## src/lcd_drive_pkg.sv

```systemverilog
`default_nettype none
package lcd_drive_pkg;
  localparam int APB_AW = 12;
  localparam int APB_DW = 32;
  localparam int COM_LINES = 4;
  localparam int SEG_LINES = 30;
  localparam int DM_COUNT = 15;
  localparam int DM_IW = 4;
  localparam logic [7:0] IDX_AUX = 8'h2f;
  localparam logic [7:0] IDX_CTRL = 8'h30;
  localparam logic [7:0] IDX_DM_FIRST = 8'h31;
  localparam logic [7:0] IDX_DM_LAST = 8'h3f;
  localparam logic [7:0] CTRL_RESET = 8'h00;
  localparam logic [7:0] DM_RESET = 8'h00;
  localparam logic [1:0] FREQ_RESET = 2'h0;
  localparam int AUX_FREQ_LSB = 0;
  localparam int AUX_CMP_ON = 2;
  localparam int AUX_CMP_SEL = 3;
  localparam int AUX_COM_LSB = 4;
  localparam int AUX_PHASE = 6;
  localparam logic [2:0] GROUP_ALL_SEG = 3'h7;
  localparam logic [1:0] MUX_STATIC = 2'h0;
  localparam logic [1:0] MUX_TWO = 2'h1;
  localparam logic [2:0] LVL_V5 = 3'h0;
  localparam logic [2:0] LVL_V3 = 3'h1;
  localparam logic [2:0] LVL_MID = 3'h2;
  localparam logic [2:0] LVL_V2 = 3'h3;
  localparam logic [2:0] LVL_V1 = 3'h4;
  typedef struct packed {
    logic [2:0] group_sel;
    logic [1:0] mux_sel;
    logic segment_blank_bit;
    logic unused;
    logic display_on_bit;
  } panel_ctrl_t;
  typedef enum logic [1:0] {
    GEN_OFF = 2'b01,
    GEN_RUN = 2'b10
  } gen_state_t;
endpackage
`default_nettype wire

```

## src/lcd_segment_common_driver.sv

```systemverilog
// Added by the designer: the address map and the APB interface to the registers.
`default_nettype none
module lcd_segment_common_driver
  import lcd_drive_pkg::*;
#(
  parameter int SHARED_SEG = 0
) (
  // Clock and power-up clear.
  input wire logic mclk,
  input wire logic reset_n,
  // APB slave.
  input wire logic psel,
  input wire logic penable,
  input wire logic pwrite,
  input wire logic [APB_AW-1:0] paddr,
  input wire logic [APB_DW-1:0] pwdata,
  input wire logic [3:0] pstrb,
  output logic [APB_DW-1:0] prdata,
  output logic pready,
  output logic pslverr,
  // Tick from the basic timer and its rate select.
  input wire logic panel_tick,
  output logic [1:0] frame_freq_sel,
  // Panel pins as level codes and pin modes, plus comparator input select and ladder switch.
  output logic [COM_LINES-1:0][2:0] com_level,
  output logic [SEG_LINES-1:0][2:0] seg_level,
  output logic [SEG_LINES-1:0] seg_gp_mode,
  output logic comparator_input_pin,
  output logic ladder_supply_out
);

  if (SHARED_SEG < 0 || SHARED_SEG >= SEG_LINES) begin : bad_shared_seg
    $error("Shared segment index out of range.");
  end

  panel_ctrl_t ctrl;
  logic comparator_on_bit;
  logic cmp_sticky;
  logic [7:0] dm [DM_COUNT];
  gen_state_t state;
  logic [1:0] com_idx;
  logic phase;

  function automatic logic [2:0] line_group(input int line);
    line_group = (line < 2) ? 3'h0 : 3'((line + 2) / 4);
  endfunction

  function automatic logic [2:0] com_drive(input logic active, input logic ph,
                                           input logic half);
    if (active) begin
      com_drive = ph ? LVL_V5 : LVL_V1;
    end else if (half) begin
      com_drive = LVL_MID;
    end else begin
      com_drive = ph ? LVL_V2 : LVL_V3;
    end
  endfunction

  function automatic logic [2:0] seg_drive(input logic on, input logic ph,
                                           input logic third);
    if (on) begin
      seg_drive = ph ? LVL_V1 : LVL_V5;
    end else if (third) begin
      seg_drive = ph ? LVL_V3 : LVL_V2;
    end else begin
      seg_drive = ph ? LVL_V5 : LVL_V1;
    end
  endfunction

  // Bus decode.
  wire [7:0] idx = paddr[9:2];
  wire aligned = (paddr[1:0] == 2'h0) && (paddr[APB_AW-1:10] == '0);
  wire hit_ctrl = aligned && (idx == IDX_CTRL);
  wire hit_aux = aligned && (idx == IDX_AUX);
  wire hit_dm = aligned && (idx >= IDX_DM_FIRST) && (idx <= IDX_DM_LAST);
  wire mapped = hit_ctrl || hit_aux || hit_dm;
  wire [DM_IW-1:0] dm_sel = DM_IW'(idx - IDX_DM_FIRST);
  wire access = psel && penable;
  wire wr_en = access && pwrite && mapped && pstrb[0];
  wire rd_setup = psel && !penable && !pwrite;
  wire [7:0] aux_view = {1'b0, phase, com_idx, cmp_sticky, comparator_on_bit, frame_freq_sel};
  wire [7:0] rd_byte = hit_ctrl ? ctrl : hit_aux ? aux_view : hit_dm ? dm[dm_sel] : 8'h00;

  assign pready = 1'b1;
  assign pslverr = access && !mapped;

  // Mode decode.
  wire run = (state == GEN_RUN);
  wire [1:0] mux_last = ctrl.mux_sel;
  wire half_bias = (ctrl.mux_sel == MUX_TWO);
  wire third_bias = (ctrl.mux_sel > MUX_TWO);
  wire frame_wrap = run && panel_tick && (com_idx >= mux_last);
  wire [1:0] next_com_idx = frame_wrap ? 2'h0 : 2'(com_idx + 2'h1);
  gen_state_t next_state;
  assign next_state = ctrl.display_on_bit ? GEN_RUN : GEN_OFF;

  logic [COM_LINES-1:0][2:0] next_com_level;
  logic [SEG_LINES-1:0][2:0] next_seg_level;
  logic [SEG_LINES-1:0] next_gp;

  // Each used common (index up to mux_last) is active during its own slot and dc-free over two phases; unused ones sit at LVL_V5.
  for (genvar c = 0; c < COM_LINES; c++) begin : g_com
    wire used = (2'(c) <= mux_last);
    assign next_com_level[c] = (!run || !used) ? LVL_V5 :
                               com_drive(com_idx == 2'(c), phase, !third_bias);
  end

  // Segment drive or digital output per line.
  for (genvar s = 0; s < SEG_LINES; s++) begin : g_seg
    wire [7:0] byte_v = dm[s / 2];
    wire bit_v = byte_v[(s % 2) * 4 + int'(com_idx)];
    wire seg_on = bit_v && ctrl.segment_blank_bit;
    wire is_gp = (line_group(s) > ctrl.group_sel);
    wire shared = (s == SHARED_SEG) && cmp_sticky;
    assign next_gp[s] = is_gp;
    assign next_seg_level[s] = shared ? LVL_V5 :
                               is_gp ? (bit_v ? LVL_V1 : LVL_V5) :
                               !run ? LVL_V5 :
                               seg_drive(seg_on, phase, third_bias);
  end

  always_ff @(posedge mclk or negedge reset_n) begin
    if (!reset_n) begin
      ctrl <= CTRL_RESET;
      frame_freq_sel <= FREQ_RESET;
      comparator_on_bit <= 1'b0;
    end else if (wr_en && hit_ctrl) begin
      ctrl <= pwdata[7:0];
    end else if (wr_en && hit_aux) begin
      frame_freq_sel <= pwdata[AUX_FREQ_LSB+:2];
      comparator_on_bit <= pwdata[AUX_CMP_ON];
    end
  end

  // Display memory stays ordinary storage whatever the mode.
  always_ff @(posedge mclk or negedge reset_n) begin
    if (!reset_n) begin
      for (int i = 0; i < DM_COUNT; i++) begin
        dm[i] <= DM_RESET;
      end
    end else if (wr_en && hit_dm) begin
      dm[dm_sel] <= pwdata[7:0];
    end
  end

  always_ff @(posedge mclk or negedge reset_n) begin
    if (!reset_n) begin
      prdata <= '0;
    end else if (rd_setup) begin
      prdata <= {24'h000000, rd_byte};
    end
  end

  always_ff @(posedge mclk or negedge reset_n) begin
    if (!reset_n) begin
      cmp_sticky <= 1'b0;
    end else if (comparator_on_bit) begin
      cmp_sticky <= 1'b1;
    end
  end

  // Timing generator advances only on the timer tick.
  always_ff @(posedge mclk or negedge reset_n) begin
    if (!reset_n) begin
      state <= GEN_OFF;
      com_idx <= 2'h0;
      phase <= 1'b0;
    end else begin
      state <= next_state;
      case (state)
        GEN_OFF: begin
          com_idx <= 2'h0;
          phase <= 1'b0;
        end
        GEN_RUN: begin
          if (panel_tick) begin
            com_idx <= next_com_idx;
            phase <= phase ^ frame_wrap;
          end
        end
        default: begin
          com_idx <= 2'h0;
          phase <= 1'b0;
        end
      endcase
    end
  end

  always_ff @(posedge mclk or negedge reset_n) begin
    if (!reset_n) begin
      com_level <= '0;
      seg_level <= '0;
      seg_gp_mode <= '0;
      comparator_input_pin <= 1'b0;
      ladder_supply_out <= 1'b0;
    end else begin
      com_level <= next_com_level;
      seg_level <= next_seg_level;
      seg_gp_mode <= next_gp;
      comparator_input_pin <= cmp_sticky;
      ladder_supply_out <= ctrl.display_on_bit;
    end
  end
endmodule
`default_nettype wire

```

## config.mk

```make
export PLATFORM = sky130hd
export DESIGN_NAME = lcd_segment_common_driver
export DESIGN_NICKNAME = d
export VERILOG_FILES = /design/src/lcd_drive_pkg.sv /design/src/lcd_segment_common_driver.sv
export SDC_FILE = /design/constraint.sdc
export NUM_CORES = 1
export LEC_CHECK = 0
export BUFFER_PORTS_ARGS = -buffer_cell sky130_fd_sc_hd__buf_2
export CORE_UTILIZATION = 25
export DETAILED_ROUTE_END_ITERATION = 8
export PLACE_DENSITY = 0.45
export RECOVER_POWER = 25
export SLEW_MARGIN = 5
export SYNTH_ARGS = -nofsm -noshare
export SYNTH_HDL_FRONTEND = slang
export SYNTH_SLANG_ARGS = --single-unit
```

## constraint.sdc

```tcl
create_clock -name mclk -period 3 [get_ports mclk]
set_input_delay 0.45 -clock mclk [delete_from_list [all_inputs] [get_ports mclk]]
set_output_delay 0.45 -clock mclk [all_outputs]
set_load 0.005 [all_outputs]
```

==> impl_table.tex <==
\begin{tabular}{lr}
\hline
Metric & Value \\
\hline
\multicolumn{2}{l}{\textbf{Floorplanning}} \\
Placeable core area & 48100 um2 \\
Width of the die & 224 um \\
Die ar. & 50100 um2 \\
Vertical die dimension & 224 um \\
Initial core utilization & 25.5\% \\
Number of placement rows & 80 \\
Number of I/O pins & 224 \\
\multicolumn{2}{l}{\textbf{Place}} \\
Total half-perimeter wirelength after legalization and detailed placement & 25700 um \\
Gpl congestion & 0.774 \\
Instance area after placement & 13800 um2 \\
Minimum setup slack after placement & 0.182 ns \\
Total placed cells including tap cells & 1719 \\
Number of I/O port buffers & 171 \\
\multicolumn{2}{l}{\textbf{STA}} \\
Final worst-path cycle share & 75.0\% \\
Setup TNS & 0 ns \\
Max-slew headroom & -18.8\% \\
Clock tree skew after final layout & 0.0256 ns \\
Fmax & 445 MHz \\
Shortest clock period the worst path allows after layout & 2.25 ns \\
Measured slew at the worst slew-check pin & 1.78 ns \\
Fin. Hold Viols & 0 \\
Max-slew violation count & 61 \\
Setup repair after global routing missed its margin & false \\
Number of failing setup endpoints in the final timing report & 0 \\
Post-route worst setup slack & 0.751 ns \\
\multicolumn{2}{l}{\textbf{Detailed routing}} \\
Average via count per standard cell & 4.52 \\
Routed length on met1 & 16700 um \\
Number of DRC markers after the initial detailed-route iteration & 481 \\
Highest metal layer with signal wires & met5 \\
Remaining antenna violation count after routing & 0 \\
DRC violations left & 0 \\
Post-detailed-routing wire length & 35100 um \\
First-pass detailed-route iteration total & 4 \\
Met2 wire length & 16300 um \\
Wire length on met3 & 1390 um \\
Wire length per cell & 19.8 um \\
DR vias & 8030 \\
\multicolumn{2}{l}{\textbf{Worst setup path}} \\
Critical path's largest stage delay & 0.66 ns \\
Critical-path cell list & buf\_12 -> mux4\_2 -> and2\_1 -> nor3\_1 -> a21oi\_1 -> o21ai\_0 \\
Critical path endpoint category & flip-flop \\
Crit path DAT & 2.70 ns \\
Worst Path Required & 3.45 ns \\
Register-to-register setup slack & 0.75 ns \\
Type of the worst setup path & reg -> reg \\
Startpoint Class & flip-flop \\
Top fanout value on the critical path & 12 \\
Slowest library cell on the worst path & dfrtp\_2 \\
\multicolumn{2}{l}{\textbf{CTS}} \\
Maximum buffer depth of the clock tree & 3 \\
\# Post-CTS Setup Buffers & 0 \\
Clock insertion delay at the later pin of the skew report & 0.57 ns \\
Htree depth & 1 \\
Number of buffers created by CTS & 29 \\
Count of clock tree sinks & 256 \\
CTS tree & done \\
Buffer type at the clock tree root & clkbuf\_16 \\
CTS clock-pin slew for the worst setup and hold paths & 0.06 ns \\
Count of instances resized after the clock tree is built & 0 \\
Hold-fix buffers at CTS & 1 \\
\multicolumn{2}{l}{\textbf{Pwr}} \\
Peak supply drop & 0.000356 V \\
Final total power & 7.39 mW \\
Total power per unit cell area & 501 nW/um2 \\
Leakage power of the design & 7.11 nW \\
\multicolumn{2}{l}{\textbf{Outcome}} \\
Violations in the final reports & capacitance limit, slew limit \\
Result of the run & finished with violations \\
\multicolumn{2}{l}{\textbf{GRT}} \\
Total overflow reported by the global router & 0 \\
Antenna violations before repair & 2 \\
Largest net degree at the start of global routing & 81 \\
Overall routing resource usage & 14.2\% \\
Via count of the first global-routing pass & 8212 \\
First-pass GRT wire length & 54100 um \\
\multicolumn{2}{l}{\textbf{Cells and area}} \\
Nets & 1160 \\
Final Cell Area & 14800 um2 \\
Fraction of layout cells with a size suffix above 1 & 41.1\% \\
Final Instance Count excl. Fillers & 1775 \\
Count of filler cells inserted in the layout & 4926 \\
Layout-stage area growth over the synthesis result & 19.9\% \\
\multicolumn{2}{l}{\textbf{Synth}} \\
Leading register cell type out of synthesis & dfrtp\_1 \\
Share of synthesized area occupied by flip-flops and latches & 52.1\% \\
Number of register bits inferred by synthesis & 256 \\
Synth warnings & 0 \\
Post-Synthesis Cell Area & 12300 um2 \\
Post-Syn Area per Cell & 13.0 um2 \\
Library cells used by synthesis & 62 \\
Number of enable flip-flop cells after synthesis & 0 \\
Cells after Synth & 948 \\
Async set-or-reset flop fraction in the synthesized netlist & 100\% \\
\multicolumn{2}{l}{\textbf{Hold path}} \\
Type of the worst min-delay path & in -> reg \\
\multicolumn{2}{l}{\textbf{Run}} \\
Number of max-cap violations & 1 \\
\hline
\end{tabular}
## sequential cells by signal, indices dropped and copies added, names as in the netlist, 2 cells and up
signal and cells:
mux_last 2, seg_gp_mode 8, seg_level 90, com_idx 2
frame_freq_sel 2, ctrl 6, com_level 12, g_seg.byte_v 120
prdata 8
## power by group
part / internal [mW] / switching (mW)
clock network: 2.07 / 1.45
logic: 0.118 / 0.262
registers: 3.47 / 0.0166
total: 5.66 / 1.72
## area by class of cell
| cell class | count | area, um2 | share of cell area, % |
|---|---|---|---|
| Sequential cell | 256 | 6410 | 43.5 |
| Inverter | 12 | 45.0 | 0.305 |
| Tap cell | 656 | 821 | 5.56 |
| Antenna cell | 1 | 2.50 | 0.0170 |
| Clock inverter | 8 | 80.1 | 0.543 |
| Timing Repair Buffer | 198 | 1160 | 7.85 |
| Clock buffer | 46 | 870 | 5.90 |
| Multi-Input combinational cell | 598 | 5370 | 36.4 |
## synth_stat cells (2+ instances only)
master,n,area share [%]
mux2_2,92,8.4
inv_1,12,0.37
nor2_1,63,1.9
mux2_4,40,4.9
nor3_1,52,2.1
nand3_1,4,0.16
a22o_1,4,0.28
and3_1,3,0.15
dfrtp_1,255,52
a221oi_1,7,0.50
o22ai_1,6,0.31
buf_1,11,0.34
ha_1,11,1.1
clkbuf_1,45,1.4
nor3b_1,3,0.18
o21ai_1,3,0.12
or2_2,4,0.20
nand2_1,34,1.0
o221ai_1,7,0.50
a21o_1,6,0.37
mux2i_1,14,1.1
nand3b_2,3,0.27
buf_2,2,0.081
or3_1,7,0.36
o21ai_0,34,1.4
nand3_4,10,1.4
conb_1,2,0.061
buf_4,47,2.9
nand2b_1,7,0.36
a21oi_1,42,1.7
mux4_2,54,9.9
nor2b_1,3,0.15
and2_1,32,1.6
## metal layers
layer | up-vias | track usage, %
met2 | 185 | 22.2
met4 | 4 | 3.56
met3 | 40 | 2.36
li1 | 3645 | -
met5 | - | 0
met1 | 4156 | 20.4
## cells by family after synthesis
| kind of cell | count (synthesis) | share of synthesized area [%] |
|---|---|---|
| AO/OA/AOI/OAI | 122 | 6.15 |
| XOR/XNOR | 1 | 0.0712 |
| buffers and inverters | 118 | 5.19 |
| flip-flops | 256 | 52.1 |
| adder cells (fa/ha/maj) | 11 | 1.12 |
| multiplexers | 200 | 24.3 |
| AND/OR/NAND/NOR | 238 | 11.0 |
| other | 2 | 0.0611 |
## worst max-delay path, delay by kind of cell, from the launching register on
family | cells | cell delay (ns)
flip-flops | 1 | 0.66
AND/OR/NAND/NOR | 2 | 0.42
buffers and inverters | 1 | 0.21
AO/OA/AOI/OAI | 2 | 0.26
multiplexers | 1 | 0.56
## path summary, 6_finish.rpt
kind	startpoint	to	cells past startpoint
max in group asynchronous	reset_n	seg_level[74]$_DFF_PN0_	3
min in group asynchronous	reset_n	g_seg[0].byte_v[6]$_DFFE_PN0P_	2
max	com_idx[0]$_DFFE_PN0P_	seg_level[77]$_DFF_PN0_	6
min	panel_tick	com_idx[1]$_DFFE_PN0P_	3
min reg2reg	ctrl[0]$_DFFE_PN0P_	ladder_supply_out$_DFF_PN0_	0
max reg2reg	com_idx[0]$_DFFE_PN0P_	seg_level[77]$_DFF_PN0_	6
## placed cells by master (no fill, tap or decap), types with 3 or more instances in the layout
cell type / n
ha_1: 11
mux4_2: 54
dfrtp_1: 253
mux2i_1: 14
nor3_1: 52
buf_12: 8
inv_1: 12
and2_1: 32
clkinv_2: 3
and3_1: 3
nand3_1: 4
buf_2: 170
nor2b_1: 3
o21ai_1: 3
nor3b_1: 3
conb_1: 26
or2_2: 4
clkbuf_8: 8
inv_6: 3
clkbuf_1: 10
nand3b_2: 3
a21o_1: 6
nand2_1: 33
o221ai_1: 7
a21oi_1: 42
or3_1: 7
a221oi_1: 7
mux2_4: 40
nand3_4: 10
clkbuf_16: 29
mux2_2: 92
o22ai_1: 6
o21ai_0: 34
nor2_1: 62
a22o_1: 4
nand2b_1: 7
buf_4: 17
## stage by stage
stage	hold slack (ns)	util, %
2_1_floorplan	0.154	-
3_3_place_gp	0.428	28.7
3_5_place_dp	0.447	28.7
4_1_cts	0.189	30.7
5_1_grt	0.201	30.6
6_report	0.216	30.6
Power figures use the tool's default switching activity.
